**config.mk**
```make
export PLATFORM = sky130hd
export DESIGN_NAME = asr_addressable_shift_cell
export DESIGN_NICKNAME = d
export VERILOG_FILES = /design/src/inc/asr_pkg.sv /design/src/rtl/asr_addressable_shift_cell.sv /design/src/rtl/asr_tap_mux.sv
export SDC_FILE = /design/constraint.sdc
export NUM_CORES = 1
export LEC_CHECK = 0
export BUFFER_PORTS_ARGS = -buffer_cell sky130_fd_sc_hd__buf_2
export CAP_MARGIN = 0
export CORE_MARGIN = 5
export CORE_UTILIZATION = 30
export CTS_BUF_LIST = sky130_fd_sc_hd__clkbuf_8
export DETAILED_ROUTE_END_ITERATION = 8
export GPL_ROUTABILITY_DRIVEN = 0
export PLACE_DENSITY = 0.54
export REMOVE_ABC_BUFFERS = 1
export SLEW_MARGIN = 20
export SYNTH_ARGS = -nofsm -noshare
export SYNTH_HDL_FRONTEND = slang
export SYNTH_SLANG_ARGS = --single-unit
```
**constraint.sdc**
```tcl
create_clock -name core_clk -period 3.15 [get_ports core_clk]
set_input_delay 0.4725 -clock core_clk [delete_from_list [all_inputs] [get_ports core_clk]]
set_output_delay 0.4725 -clock core_clk [all_outputs]
set_load 0.02 [all_outputs]
```
**src/inc/asr_pkg.sv**
```systemverilog
// constants and carriers for the addressable shift cell
// =====================================================================
// Overview of operation
// - shifts on one selectable clock edge, default rising
// - no enable: no bit accepted, nothing moves
// - enable: input to stage zero, rest move on
// - tap output shows stage picked by select
// - chain output always from stage thirty-one
// - chain output updates after every enabled shift
// - global set/reset leaves stored contents alone
// - one bit in, two bits out: tap and chain
// - tap delay equals select value plus one
// - chain output feeds next segment serial input
package asr_pkg;

  // =====================================================================
  // geometry
  localparam int unsigned STAGE_COUNT = 32;
  localparam int unsigned SEL_WIDTH = 5;
  localparam int unsigned LAST_STAGE = 31;
  localparam int unsigned FILL_WIDTH = 6;
  localparam logic [5:0] FILL_FULL = 6'h20;
  localparam logic [5:0] FILL_RESET = 6'h00;

  // =====================================================================
  // carriers
  typedef logic [STAGE_COUNT-1:0] asr_stages_t;

  typedef struct packed {
    logic shift_en;
    logic serial_in;
    logic [SEL_WIDTH-1:0] tap_sel;
  } asr_ctrl_t;

  typedef struct packed {
    logic tap_out;
    logic chain_out;
    logic tap_valid;
  } asr_result_t;

endpackage

```
**src/rtl/asr_addressable_shift_cell.sv**
```systemverilog
// 32-stage addressable shift cell with chain output
`timescale 1ns/1ns
module asr_addressable_shift_cell #(
  parameter bit CLK_INVERTED = 1'b0
) (
  input wire logic core_clk,
  input wire logic resetn,
  input wire logic global_set_reset,
  input wire asr_pkg::asr_ctrl_t ctrl,
  output asr_pkg::asr_result_t result
);

  // =====================================================================
  // clock edge choice
  // xor folds into the clock inverter, no extra logic
  logic active_clk;
  assign active_clk = core_clk ^ CLK_INVERTED;

  // =====================================================================
  // storage
  // no reset here: neither resetn nor global set/reset touch contents
  asr_pkg::asr_stages_t stage_reg;
  asr_pkg::asr_stages_t stage_next;

  always_comb begin
    stage_next = stage_reg;
    if (ctrl.shift_en) begin
      stage_next = {stage_reg[asr_pkg::LAST_STAGE-1:0], ctrl.serial_in};
    end
  end

  always_ff @(posedge active_clk) begin
    stage_reg <= stage_next;
  end

  // =====================================================================
  // fill tracking
  // only bookkeeping resets; stored bits stay unknown until shifted in
  logic [asr_pkg::FILL_WIDTH-1:0] fill_reg;
  logic [asr_pkg::FILL_WIDTH-1:0] fill_next;

  always_comb begin
    fill_next = fill_reg;
    if (!resetn) begin
      fill_next = asr_pkg::FILL_RESET;
    end else if (ctrl.shift_en && fill_reg != asr_pkg::FILL_FULL) begin
      fill_next = fill_reg + 6'h01;
    end
  end

  always_ff @(posedge active_clk) begin
    fill_reg <= fill_next;
  end

  // stages hold no unknown bits once 32 shifts have passed since reset
  logic stages_known;
  assign stages_known = (fill_reg == asr_pkg::FILL_FULL);

  // =====================================================================
  // outputs
  logic tap_bit;

  asr_tap_mux u_tap_mux (
    .stages(stage_reg),
    .tap_sel(ctrl.tap_sel),
    .tap_out(tap_bit)
  );

  always_comb begin
    result.tap_out = tap_bit;
    result.chain_out = stage_reg[asr_pkg::LAST_STAGE];
    result.tap_valid = fill_reg > {1'b0, ctrl.tap_sel};
  end
endmodule

```
**src/rtl/asr_tap_mux.sv**
```systemverilog
// read tap multiplexer of the addressable shift cell
`timescale 1ns/1ns
module asr_tap_mux (
  input wire asr_pkg::asr_stages_t stages,
  input wire logic [asr_pkg::SEL_WIDTH-1:0] tap_sel,
  output logic tap_out
);

  // =====================================================================
  // stage pick
  function automatic logic pick_stage(
    input asr_pkg::asr_stages_t s,
    input logic [asr_pkg::SEL_WIDTH-1:0] sel
  );
    pick_stage = s[sel];
  endfunction

  // unregistered on purpose: select changes show at once
  always_comb begin
    tap_out = pick_stage(stages, tap_sel);
  end

endmodule

```
# [After elaboration in Yosys (flattened, before gate mapping)]
# Cells that the tools add are included.
[word_totals] regBits=38 input_bits=10 out_inout_bits=3 word_cells=9
[classes] add_sub_neg=1 magnitude_cmp=2 n_eq_ne=1 muxes=2 reduce_logical=1
[ops] op="6-bit by 1-bit adder with 6-bit output, second input constant" n=1
[ops] op="6-bit by 5-bit > comparator with 1-bit output" n=1
[ops] op="5-bit by 6-bit less-than comparator with 1-bit output, second input constant" n=1
[ops] op="6-bit != test, second input constant" n=1
[ops] op="1-bit binary-select mux with 5-bit select" n=1
[ops] op="1-bit logical AND" n=1
[ops] op="1-bit two-way mux" n=1

# [Logic depth before layout (Yosys ltp)]
# Gate-level depths: netlist of run 1.
[depth] ltp_word=2 depth_mapped=7

# [Modules after synthesis]
# A second synthesis of run 1 with hierarchy kept.
[unflattened] hier_cells=129 hier_area_um2=1769.2
[modules_own_cells] module="asr_addressable_shift_cell" instances=1 cells_each=88 area_per_inst_um2=1443.9
[modules_own_cells] module="asr_tap_mux" instances=1 cells_each=41 area_per_inst_um2=325.3

# [Least setup slack after synthesis of run 1]
# Ideal clock, no wire load.
[synth_path] path_kind="input to output" startpoint="input port ctrl[0] in the netlist's numbering" endpoint="output port result[2] in the netlist's numbering" arrival_time_ps=1931 required_time_ps=2677 setup_slack_ps=746 stages=7 n_path_buf=2 cell_sequence="buf_6 mux4_2 and2_4 a2111oi_2 a41oi_1 and3_1 buf_4"
[synth_between] elab_chain_cells=2
[synth_rtl] element="start, declared" line_no="asr_addressable_shift_cell.sv:9" source="input wire asr_pkg::asr_ctrl_t ctrl,"
[synth_rtl] element="1-bit binary-select mux with 5-bit select" line_no="asr_tap_mux.sv:15" source="pick_stage = s[sel];"
[synth_rtl] element="1-bit two-way mux (implied by the code)" line_no="asr_tap_mux.sv:15"
[synth_rtl] element="end, declared" line_no="asr_addressable_shift_cell.sv:10" source="output asr_pkg::asr_result_t result"
# Every way passes these cells. The select of a mux whose other input is x is not followed.

==> summary.md, run 1 <==
| Metric | Value |
|---|---|
| Status | `finished clean` |
| Clk root buf | `clkbuf_8` |
| Fin. max-slew vios | `0` |
| Nets | `135` |
| TritonRoute pass-1 iters | `4` |
| Die Y | `between 80 and 90 um` |
| Max VDD drop | `around 0.25 mV` |
| Max cap viols | `0` |
| CP max-delay cell | `mux4_2` |
| Share of cells above drive strength 1 | `18.5%` |
| Top achievable clock speed | `roughly 380 MHz` |
| Initial Util | `between 30% and 40%` |
| Ys Warns | `0` |
| Worst Path Required | `2680 ps` |
| Area leader, netlist | `edfxtp_1` |
| Via density per instance | `around 4.6` |
| GRT overflow | `0` |
| Die Footprint | `7200 um2` |
| Vias in the first global route | `slightly above 900` |
| Syn Inst Count | `roughly 100` |
| Most numerous cell in the Yosys netlist | `edfxtp_1` |
| Global Route Usage Sum | `8.48%` |
| Hold Buf Count CTS | `0` |
| Overall power after layout | `around 1.2 mW` |
| DR vias | `between 800 and 900` |
| Detailed placer's ending HPWL | `approximately 2000 um` |
| Routed WL per cell | `~15 um` |
| Routed Wire Length | `2800 um` |
| I/O pin cnt | `13` |
| CP Capture Type | `output port` |
| DRC | `0` |
| Crit Path Class | `primary input to output port` |
| Worst rel slew slack | `about 72%` |
| R2r setup slk | `about 1500 ps` |
| Post-cts repair resize count | `0` |
| Asr flop ratio synth | `0%` |
| FILL cells | `530` |
| Final Skew | `approximately 2.6 ps` |
| Clk sinks | `38` |
| Area taken by flip-flops and latches | `about 1100 um2` |
| Slowest stage delay, CP | `approximately 540 ps` |
| Register bit total from synthesis | `38` |
| Hold Path Class | `primary input to register` |
| Most used DFF post-synth | `edfxtp_1` |
| Worst skew pair latency | `roughly 280 ps` |
| Number of synthesized flops with an enable pin | `32` |
| Clock Pin Slew Worst Setup and Hold Paths | `70 ps` |
| H-Tree Depth | `2` |
| Top cell type's share of synthesized area | `between 50% and 60%` |
| First-pass GRT wire length | `around 4600 um` |
| Core region area | `about 5500 um2` |
| Fin crit share | `about 84%` |
| Area delta synth->final | `15.2%` |
| Post-CTS Setup Inserts | `0` |
| TritonCTS Buffers | `5` |
| Largest net degree at the start of global routing | `35` |
| Routed Antenna Nets | `0` |
| Max Root-Sink Buffers | `2` |
| Tightest Pin Transition | `between 400 and 500 ps` |
| Final Util | `35.4%` |
| Area of the multi-input gates | `between 500 and 600 um2` |
| # rows | `27` |
| HP Start | `ctrl[5]` |
| Number of flip-flops in the largest register | `32` |
| Minimum clock period | `about 2700 ps` |
| Largest fanout on the critical path | `9` |
| Sequential fraction of the synthesis area | `64.3%` |
| Ant. Diodes | `0` |
| Number of port buffers | `11` |
| Startpoint types | `primary input` |
| Area contributors post-synth | `edfxtp_1 (57%), mux4_1 (11%), dfxtp_1 (7.1%)` |
| Post-Syn Area | `about 1700 um2` |
| Synth top cells by count | `edfxtp_1 (32), nand2_1 (9), ha_1 (7), mux4_1 (7)` |
| TNS Setup | `0 ps` |
| Antenna violations before repair | `0` |
| RSZ-0062 raised after global routing | `no` |
| Chip width | `approximately 85 um` |
| Worst path cell trace | `buf_2, mux4_2, and2_4, a2111oi_2, a41oi_1, and3_1, buf_2` |
| Static leakage | `0.727 nW` |
| R2r startpoint | `fill_reg[1]$_SDFFE_PN0P_` |
| Cell mode on critical path | `buf_2` |
| Critical path origin | `ctrl[0]` |
| Final hold vios | `0` |
| CTS tree | `built` |
| Setup violators final | `0` |
| Syn Area/Cell | `16.3 um2` |
| Initial DRC count | `31` |
| WP data arrival | `between 2000 and 2500 ps` |
| Power per cell area | `between 500 and 600 nW/um2` |
| Final hold slack | `~360 ps` |
| Synth cell types | `28` |
## per-stage QoR
| stage | setup slack (ps) | area (um2) | instances |
|---|---|---|---|
| final | 496 | 1940 | 191 |
| after global routing | 433 | 1940 | 191 |
| after CTS | 487 | 1940 | 191 |
| after detailed placement | 482 | 1800 | 183 |
| after global placement | 504 | 1800 | 183 |
| after floorplan | 954 | 1650 | 99 |
## cells by family after synthesis
logic type / Yosys count / synth area share, %
xor gates and xnor gates: 5 / 2.60
AOI/OAI and AO/OA: 8 / 3.72
buffers and inverters: 10 / 3.12
muxes: 8 / 12.3
adders and majority gates: 7 / 5.21
and+or+nand+nor: 27 / 8.78
DFF: 38 / 64.3
## worst paths after layout
path / depth (start not counted) / endpoint
min: 1 / stage_reg[0]$_DFFE_PP_
min reg2reg: 0 / stage_reg[22]$_DFFE_PP_
max reg2reg: 7 / fill_reg[3]$_SDFFE_PN0P_
max: 7 / result[2]
## cell type report
class                      instances  share of cell area (%)
inverter                           6                    1.16
sequential                        38                    55.8
tap                               72                    4.65
timing repair buffer              12                    3.23
multi-input combinational         55                    28.3
clock buffer                       5                    3.55
clock inverter                     3                    3.29
## cell usage in the layout (no fill, tap or decap), types with 2 or more instances in the layout
| cell | n |
|---|---|
| clkbuf_8 | 5 |
| inv_1 | 6 |
| nand2_1 | 9 |
| nand4_1 | 4 |
| xnor2_1 | 5 |
| mux4_1 | 7 |
| bufinv_16 | 2 |
| and2_1 | 5 |
| and3_1 | 2 |
| buf_2 | 11 |
| dfxtp_1 | 6 |
| ha_1 | 7 |
| nor2b_1 | 2 |
| edfxtp_1 | 32 |
## critical path, delay by kind of cell
| kind | cells | cell delay [ps] |
|---|---|---|
| and+or+nand+nor | 2 | 360 |
| muxes | 1 | 540 |
| buffers and inverters | 2 | 390 |
| AOI/OAI and AO/OA | 2 | 410 |
## report_power, final
part,switching [mW],internal (mW)
combinational,0.0430,0.0390
sequential,0.0136,0.575
clock,0.168,0.313
## routing by layer
metal	wire, um	global-route usage, %	part of all wire, %
met4	46	4.75	1.6
met3	107	2.91	3.8
met2	1350	12.6	48
met1	1300	10.8	46
met5	0	0	0
(Power assumes the default switching activity.)
==> run 2: changes to the inputs <==
--- a/config.mk
+++ b/config.mk
@@ -12,7 +12,7 @@
 export CTS_BUF_LIST = sky130_fd_sc_hd__clkbuf_8
 export DETAILED_ROUTE_END_ITERATION = 8
 export GPL_ROUTABILITY_DRIVEN = 0
-export PLACE_DENSITY = 0.54
+export PLACE_DENSITY = 0.55
 export REMOVE_ABC_BUFFERS = 1
 export SLEW_MARGIN = 20
 export SYNTH_ARGS = -nofsm -noshare
==> constraint.sdc (replaced) <==
create_clock -name core_clk -period 2.3 [get_ports core_clk]
set_input_delay 0.345 -clock core_clk [delete_from_list [all_inputs] [get_ports core_clk]]
set_output_delay 0.345 -clock core_clk [all_outputs]
set_load 0.02 [all_outputs]
==> run 2 against run 1 <==
Clock-buffer cell count unchanged. Register-to-register slack worse by 880 ps. Global-route usage down 0.17 points. Non-clock buffer count up 6. First-iteration DRC count up 52%. Flip-flop and latch count unchanged. Combinational power up 57%. Clock power down 11%. Setup slack worse by 390 ps. Design area up 0.45%. Largest cell class unchanged. Largest power group unchanged. Highest routed layer unchanged.
==> summary.md, run 2 (synthesis gave the netlist of run 1 again) <==
| Metric | Value |
|---|---|
| Crit Path Class | `register to output port` |
| Fin. max-slew vios | `0 (unchanged)` |
| Final Worst Setup Slack | `106 ps (-390 ps)` |
| Core region area | `5470 um2 (unchanged)` |
| Chip width | `84.9 um (unchanged)` |
| Top achievable clock speed | `between 400 and 500 MHz` |
| DR vias | `907 (+2.7%)` |
| Number of port buffers | `11 (unchanged)` |
| CTS tree | `built` |
| Switching pwr | `0.307 mW (+37%)` |
| Net Sw Frac | `22.5% (+3.1 points)` |
| CP Capture Type | `output port` |
| DR WL met2 | `1380 um (+2.7%)` |
| Worst R2R Path Depth | `7 (unchanged)` |
| Initial DRC count | `47 (+52%)` |
| Clock power frac | `31.4% (-10 points)` |
| M1 WL | `1380 um (+6.5%)` |
| Die Y | `84.9 um (unchanged)` |
| Most frequent cells in the layout | `edfxtp_1 (32), buf_2 (10), nand2_1 (9)` |
| I/O pin cnt | `13 (unchanged)` |
| Static leakage | `0.736 nW (+1.2%)` |
| DRC | `0 (unchanged)` |
| Clk root buf | `clkbuf_8` |
| Tightest Pin Transition | `417 ps (-0.562 ps)` |
| Vias in the first global route | `883 (-3.0%)` |
| R2r startpoint | `fill_reg[1]$_SDFFE_PN0P_` |
| Via density per instance | `4.60 (-0.41%)` |
| # rows | `27 (unchanged)` |
| Final hold vios | `0 (unchanged)` |
| Largest net degree at the start of global routing | `35 (unchanged)` |
| Seq pwr share | `59.1% (+8.0 points)` |
| Placement Setup Slack | `59.0 ps (-423 ps)` |
| Worst rel slew slack | `72.2% (about the same)` |
| Max VDD drop | `0.354 mV (+43%)` |
| HP Start | `ctrl[5]` |
| GRT overflow | `0 (unchanged)` |
| Routed WL per cell | `14.6 um (about the same)` |
| Clock Pin Slew Worst Setup and Hold Paths | `70 ps (about the same)` |
| Met3 wire length | `97 um (-9.3%)` |
| FILL cells | `534 (+0.75%)` |
| Area delta synth->final | `15.7%` |
| Startpoint types | `register` |
| Most common cell after layout, fill and taps aside | `edfxtp_1` |
| Setup violators final | `0 (unchanged)` |
| Number of flip-flops in the largest register | `32 (unchanged)` |
| Detailed placer's ending HPWL | `2060 um (+4.2%)` |
| Final Skew | `8.44 ps (+5.84 ps)` |
| Hold Path Class | `primary input to register` |
| Dpl cells | `187 (+2.2%)` |
| Max cap viols | `0 (unchanged)` |
| Global Route Usage Sum | `8.30% (-0.17 points)` |
| TritonCTS Buffers | `5 (unchanged)` |
| Initial Util | `30.7% (unchanged)` |
| Share of cells above drive strength 1 | `22.4% (+3.9 points)` |
| Worst hold endpoint | `stage_reg[0]$_DFFE_PP_` |
| Max Root-Sink Buffers | `2 (unchanged)` |
| Overall power after layout | `1.36 mW (+18%)` |
| Pint | `1.06 mW (+14%)` |
| Fin cells | `197 (+3.1%)` |
| R2r setup slk | `650 ps (-880 ps)` |
| Logic pwr share | `9.5% (+2.4 points)` |
| Hold Buf Count CTS | `0 (unchanged)` |
| Antenna violations before repair | `0 (unchanged)` |
| Nets | `141 (+4.4%)` |
| Highest Signal Layer | `met4` |
| Worst Hold Depth | `1 (unchanged)` |
| Status | `finished clean` |
| Ant. Diodes | `0 (unchanged)` |
| Clk sinks | `38 (unchanged)` |
| Power per cell area | `701 nW/um2 (+18%)` |
| Critical path origin | `stage_reg[7]$_DFFE_PP_` |
| Worst reg2reg endpoint | `fill_reg[3]$_SDFFE_PN0P_` |
| First-pass GRT wire length | `4510 um (-1.7%)` |
| H-Tree Depth | `2 (unchanged)` |
| WP data arrival | `1850 ps (-330 ps)` |
| Minimum clock period | `2190 ps` |
| Worst Path Required | `1960 ps (-720 ps)` |
| Fin crit share | `between 90% and 100%` |
| Largest fanout on the critical path | `2 (-7)` |
| TNS Setup | `0 ps (unchanged)` |
| Worst skew pair latency | `290 ps (about the same)` |
| Routed Wire Length | `2880 um (+3.1%)` |
| Die Footprint | `7200 um2 (unchanged)` |
| TritonRoute pass-1 iters | `4 (unchanged)` |
| RSZ-0062 raised after global routing | `no` |
| Routed Antenna Nets | `0 (unchanged)` |
[run 2: through the flow]
step	util [%]	instance area [um2]	hold slack (ps)
after floorplan	-	1650	417
after global placement	33.5	1830	426
after detailed placement	33.5	1830	430
after CTS	35.4	1940	249
after global routing	35.6	1950	247
final	35.6	1950	254
[run 2: worst max path at each step]
stage	to	slack [ps]
after global placement	result[2]	80
after CTS	result[2]	10
after detailed placement	result[2]	60
after floorplan	result[2]	360
after global routing	result[0]	30
final	result[2]	110
[run 2: per-layer routing]
| metal | up-vias | GRT usage [%] |
|---|---|---|
| met2 | 17 | 12.6 |
| met5 | - | 0 |
| met1 | 451 | 10.6 |
| met3 | 2 | 2.72 |
| li1 | 437 | - |
| met4 | 0 | 4.32 |
[run 2: cell type report]
class | instances | area, um2 | share of cell area (%)
multi-input combinational | 55 | 557 | 28.6
tap | 72 | 90.1 | 4.63
clock inverter | 3 | 12.5 | 0.643
inverter | 6 | 22.5 | 1.16
sequential | 38 | 1080 | 55.6
timing repair buffer | 18 | 114 | 5.85
clock buffer | 5 | 68.8 | 3.54
[run 2: power by group through the flow]
stage | registers, mW | clock network, mW | logic [mW]
final | 0.806 | 0.428 | 0.129
after global routing | 0.809 | 0.475 | 0.141
after CTS | 0.807 | 0.446 | 0.129
after detailed placement | 0.821 | 0 | 0.120
after global placement | 0.819 | 0 | 0.117
after floorplan | 0.814 | 0 | 0.0675
[run 2: worst max-delay path, stage by stage (launching register included)]
cell and delay (ps):
edfxtp_1 390, mux4_2 510, a2111oi_4 300, a41oi_1 60, and3_1 170, buf_6 130
[run 2: repair_timing]
action,4_1_cts,5_1_grt
endpoints found under the setup margin,1,1
hold endpoints to repair,0,0
setup buffers,1,1
resized for setup,4,0
pin swaps,3,1
==> run 3: changes to the inputs <==
--- a/config.mk
+++ b/config.mk
@@ -7,13 +7,14 @@
 export LEC_CHECK = 0
 export BUFFER_PORTS_ARGS = -buffer_cell sky130_fd_sc_hd__buf_2
 export CAP_MARGIN = 0
-export CORE_MARGIN = 5
+export CORE_MARGIN = 2
 export CORE_UTILIZATION = 30
 export CTS_BUF_LIST = sky130_fd_sc_hd__clkbuf_8
 export DETAILED_ROUTE_END_ITERATION = 8
 export GPL_ROUTABILITY_DRIVEN = 0
 export PLACE_DENSITY = 0.55
 export REMOVE_ABC_BUFFERS = 1
+export SETUP_SLACK_MARGIN = 0.4
 export SLEW_MARGIN = 20
 export SYNTH_ARGS = -nofsm -noshare
 export SYNTH_HDL_FRONTEND = slang
==> run 3 against run 2 <==
Utilization rose by 0.59 points. Setup slack got worse by 31 ps. Combinational power rose by 9%. Clock skew fell by 4.2 ps. Critical path type unchanged. Fmax fell by 1.4%.
==> summary.md, run 3 (synthesis gave the netlist of run 1 again) <==
| Metric | Value |
|---|---|
| Setup violators final | `0 (unchanged)` |
| Placement Setup Slack | `69.1 ps (+10.0 ps)` |
| CP Capture Type | `output port` |
| Area delta synth->final | `17.6%` |
| # rows | `27 (unchanged)` |
| Worst path cell trace | `mux4_2, a2111oi_4, a41oi_1, and3_1, buf_6` |
| Status | `finished clean` |
| Clk root buf | `clkbuf_8` |
| Chip width | `78.9 um (-7.1%)` |
| RSZ-0062 raised after global routing | `yes` |
| H-Tree Depth | `2 (unchanged)` |
| Max Root-Sink Buffers | `2 (unchanged)` |
| Final Skew | `4.20 ps (-4.25 ps)` |
| Number of port buffers | `11 (unchanged)` |
| Startpoint types | `register` |
| Top achievable clock speed | `450 MHz (-1.4%)` |
| Tightest Pin Transition | `418 ps (+1.24 ps)` |
| I/O pin cnt | `13 (unchanged)` |
| Max VDD drop | `0.359 mV (+1.3%)` |
| Largest fanout on the critical path | `2 (unchanged)` |
| GRT overflow | `0 (unchanged)` |
| CP Buf/Inv Count | `1 (unchanged)` |
| Die Y | `78.9 um (-7.1%)` |
| Max cap viols | `0 (unchanged)` |
| DR vias | `919 (+1.3%)` |
| TritonCTS Buffers | `5 (unchanged)` |
| Global Route Usage Sum | `10.3% (+2.0 points)` |
| Finished Cell Area | `1980 um2 (+1.7%)` |
| Minimum clock period | `2220 ps (+30.9 ps)` |
| Routed WL per cell | `14.8 um (+1.2%)` |
| Nets | `141 (unchanged)` |
| Overall power after layout | `1.35 mW (-0.68%)` |
| Static leakage | `0.741 nW (+0.74%)` |
| Vias in the first global route | `947 (+7.2%)` |
| FILL cells | `530 (-0.75%)` |
| Hold Path Class | `primary input to register` |
| Most common cell after layout, fill and taps aside | `edfxtp_1` |
| CTS tree | `built` |
| Core region area | `5470 um2 (unchanged)` |
| Crit Path Class | `register to output port` |
| Final Util | `36.1% (+0.59 points)` |
| Slowest stage delay, CP | `530 ps (+20 ps)` |
| Ant. Diodes | `0 (unchanged)` |
| TritonRoute pass-1 iters | `4 (unchanged)` |
| Initial Util | `30.7% (unchanged)` |
| Final Worst Setup Slack | `75.5 ps (-30.9 ps)` |
| Routed Antenna Nets | `0 (unchanged)` |
| Die Footprint | `6220 um2 (-14%)` |
| Power per cell area | `685 nW/um2 (-2.3%)` |
| Placed inst area | `1830 um2 (unchanged)` |
| Worst rel slew slack | `72.1% (-0.082 points)` |
| Worst Path Required | `1960 ps (about the same)` |
| Detailed placer's ending HPWL | `2040 um (-1.1%)` |
| Via density per instance | `4.69 (+1.8%)` |
| Number of flip-flops in the largest register | `32 (unchanged)` |
| Largest net degree at the start of global routing | `35 (unchanged)` |
| Crit path max-delay family | `multiplexers` |
| Clock Pin Slew Worst Setup and Hold Paths | `70 ps (about the same)` |
| Fin. max-slew vios | `0 (unchanged)` |
| WP data arrival | `1880 ps (+30 ps)` |
| Most frequent cells in the layout | `edfxtp_1 (32), nand2_1 (9), buf_2 (9)` |
| Initial DRC count | `39 (-17%)` |
| CP max-delay cell | `mux4_2` |
| Worst skew pair latency | `280 ps (about the same)` |
| Antenna violations before repair | `0 (unchanged)` |
| Fin crit share | `96.7% (+1.3 points)` |
| Routed Wire Length | `2900 um (+0.73%)` |
| Final hold vios | `0 (unchanged)` |
| Share of cells above drive strength 1 | `27.4% (+5.0 points)` |
| First-pass GRT wire length | `4790 um (+6.3%)` |
| Clk sinks | `38 (unchanged)` |
| DRC | `0 (unchanged)` |
run 3: report_power, final:
part | internal, mW | total (mW) | leakage (nW) | switching (mW)
Sequential | 0.788 | 0.807 | 0.363 | 0.0195
Clock | 0.200 | 0.407 | 0.0466 | 0.207
Combinational | 0.0717 | 0.140 | 0.332 | 0.0684
run 3: cell type report:
type	count	area [um2]	share of cell area, %
flip-flops and latches	38	1080	54.8
multi-input cells	55	588	29.7
repair buffers	18	116	5.88
well taps	72	90.1	4.55
clock buffers	5	68.8	3.48
inverters	6	22.5	1.14
clock inverters	2	7.51	0.380
run 3: worst register-to-register path: stages, from the launching register on:
cell	delay (ps)
dfxtp_4	360
buf_4	110
inv_1	50
ha_1	170
nor4b_1	130
a21boi_1	350
nand2_1	120
xnor2_1	130
and2_1	150
run 3: per-layer routing:
layer  wire [um]  track usage, %
met5           0               0
met4          14            4.66
met3          69            3.07
met2        1460            15.9
met1        1360            13.4
run 3: metrics by stage:
stage	hold WS [ps]	TNS, ps	std cells
6_report	252	0	196
5_1_grt	240	-37.6	196
4_1_cts	252	0	196
3_5_place_dp	427	0	187
3_3_place_gp	428	0	187
2_1_floorplan	417	0	99
run 3: worst paths after layout:
kind / startpoint / to / slack, ps / cells past startpoint
max: stage_reg[7]$_DFFE_PP_ / result[2] / 80 / 5
max reg2reg: fill_reg[1]$_SDFFE_PN0P_ / fill_reg[3]$_SDFFE_PN0P_ / 620 / 8
min reg2reg: stage_reg[14]$_DFFE_PP_ / stage_reg[15]$_DFFE_PP_ / 440 / 0
min: ctrl[5] / stage_reg[0]$_DFFE_PP_ / 250 / 1
run 3: repair_timing:
action | CTS | global route
buffers inserted | 2 | 0
pin swaps | 6 | 2
hold buffers | 0 | 0
gates resized for setup | 10 | 5
endpoints found under the setup margin | 2 | 2
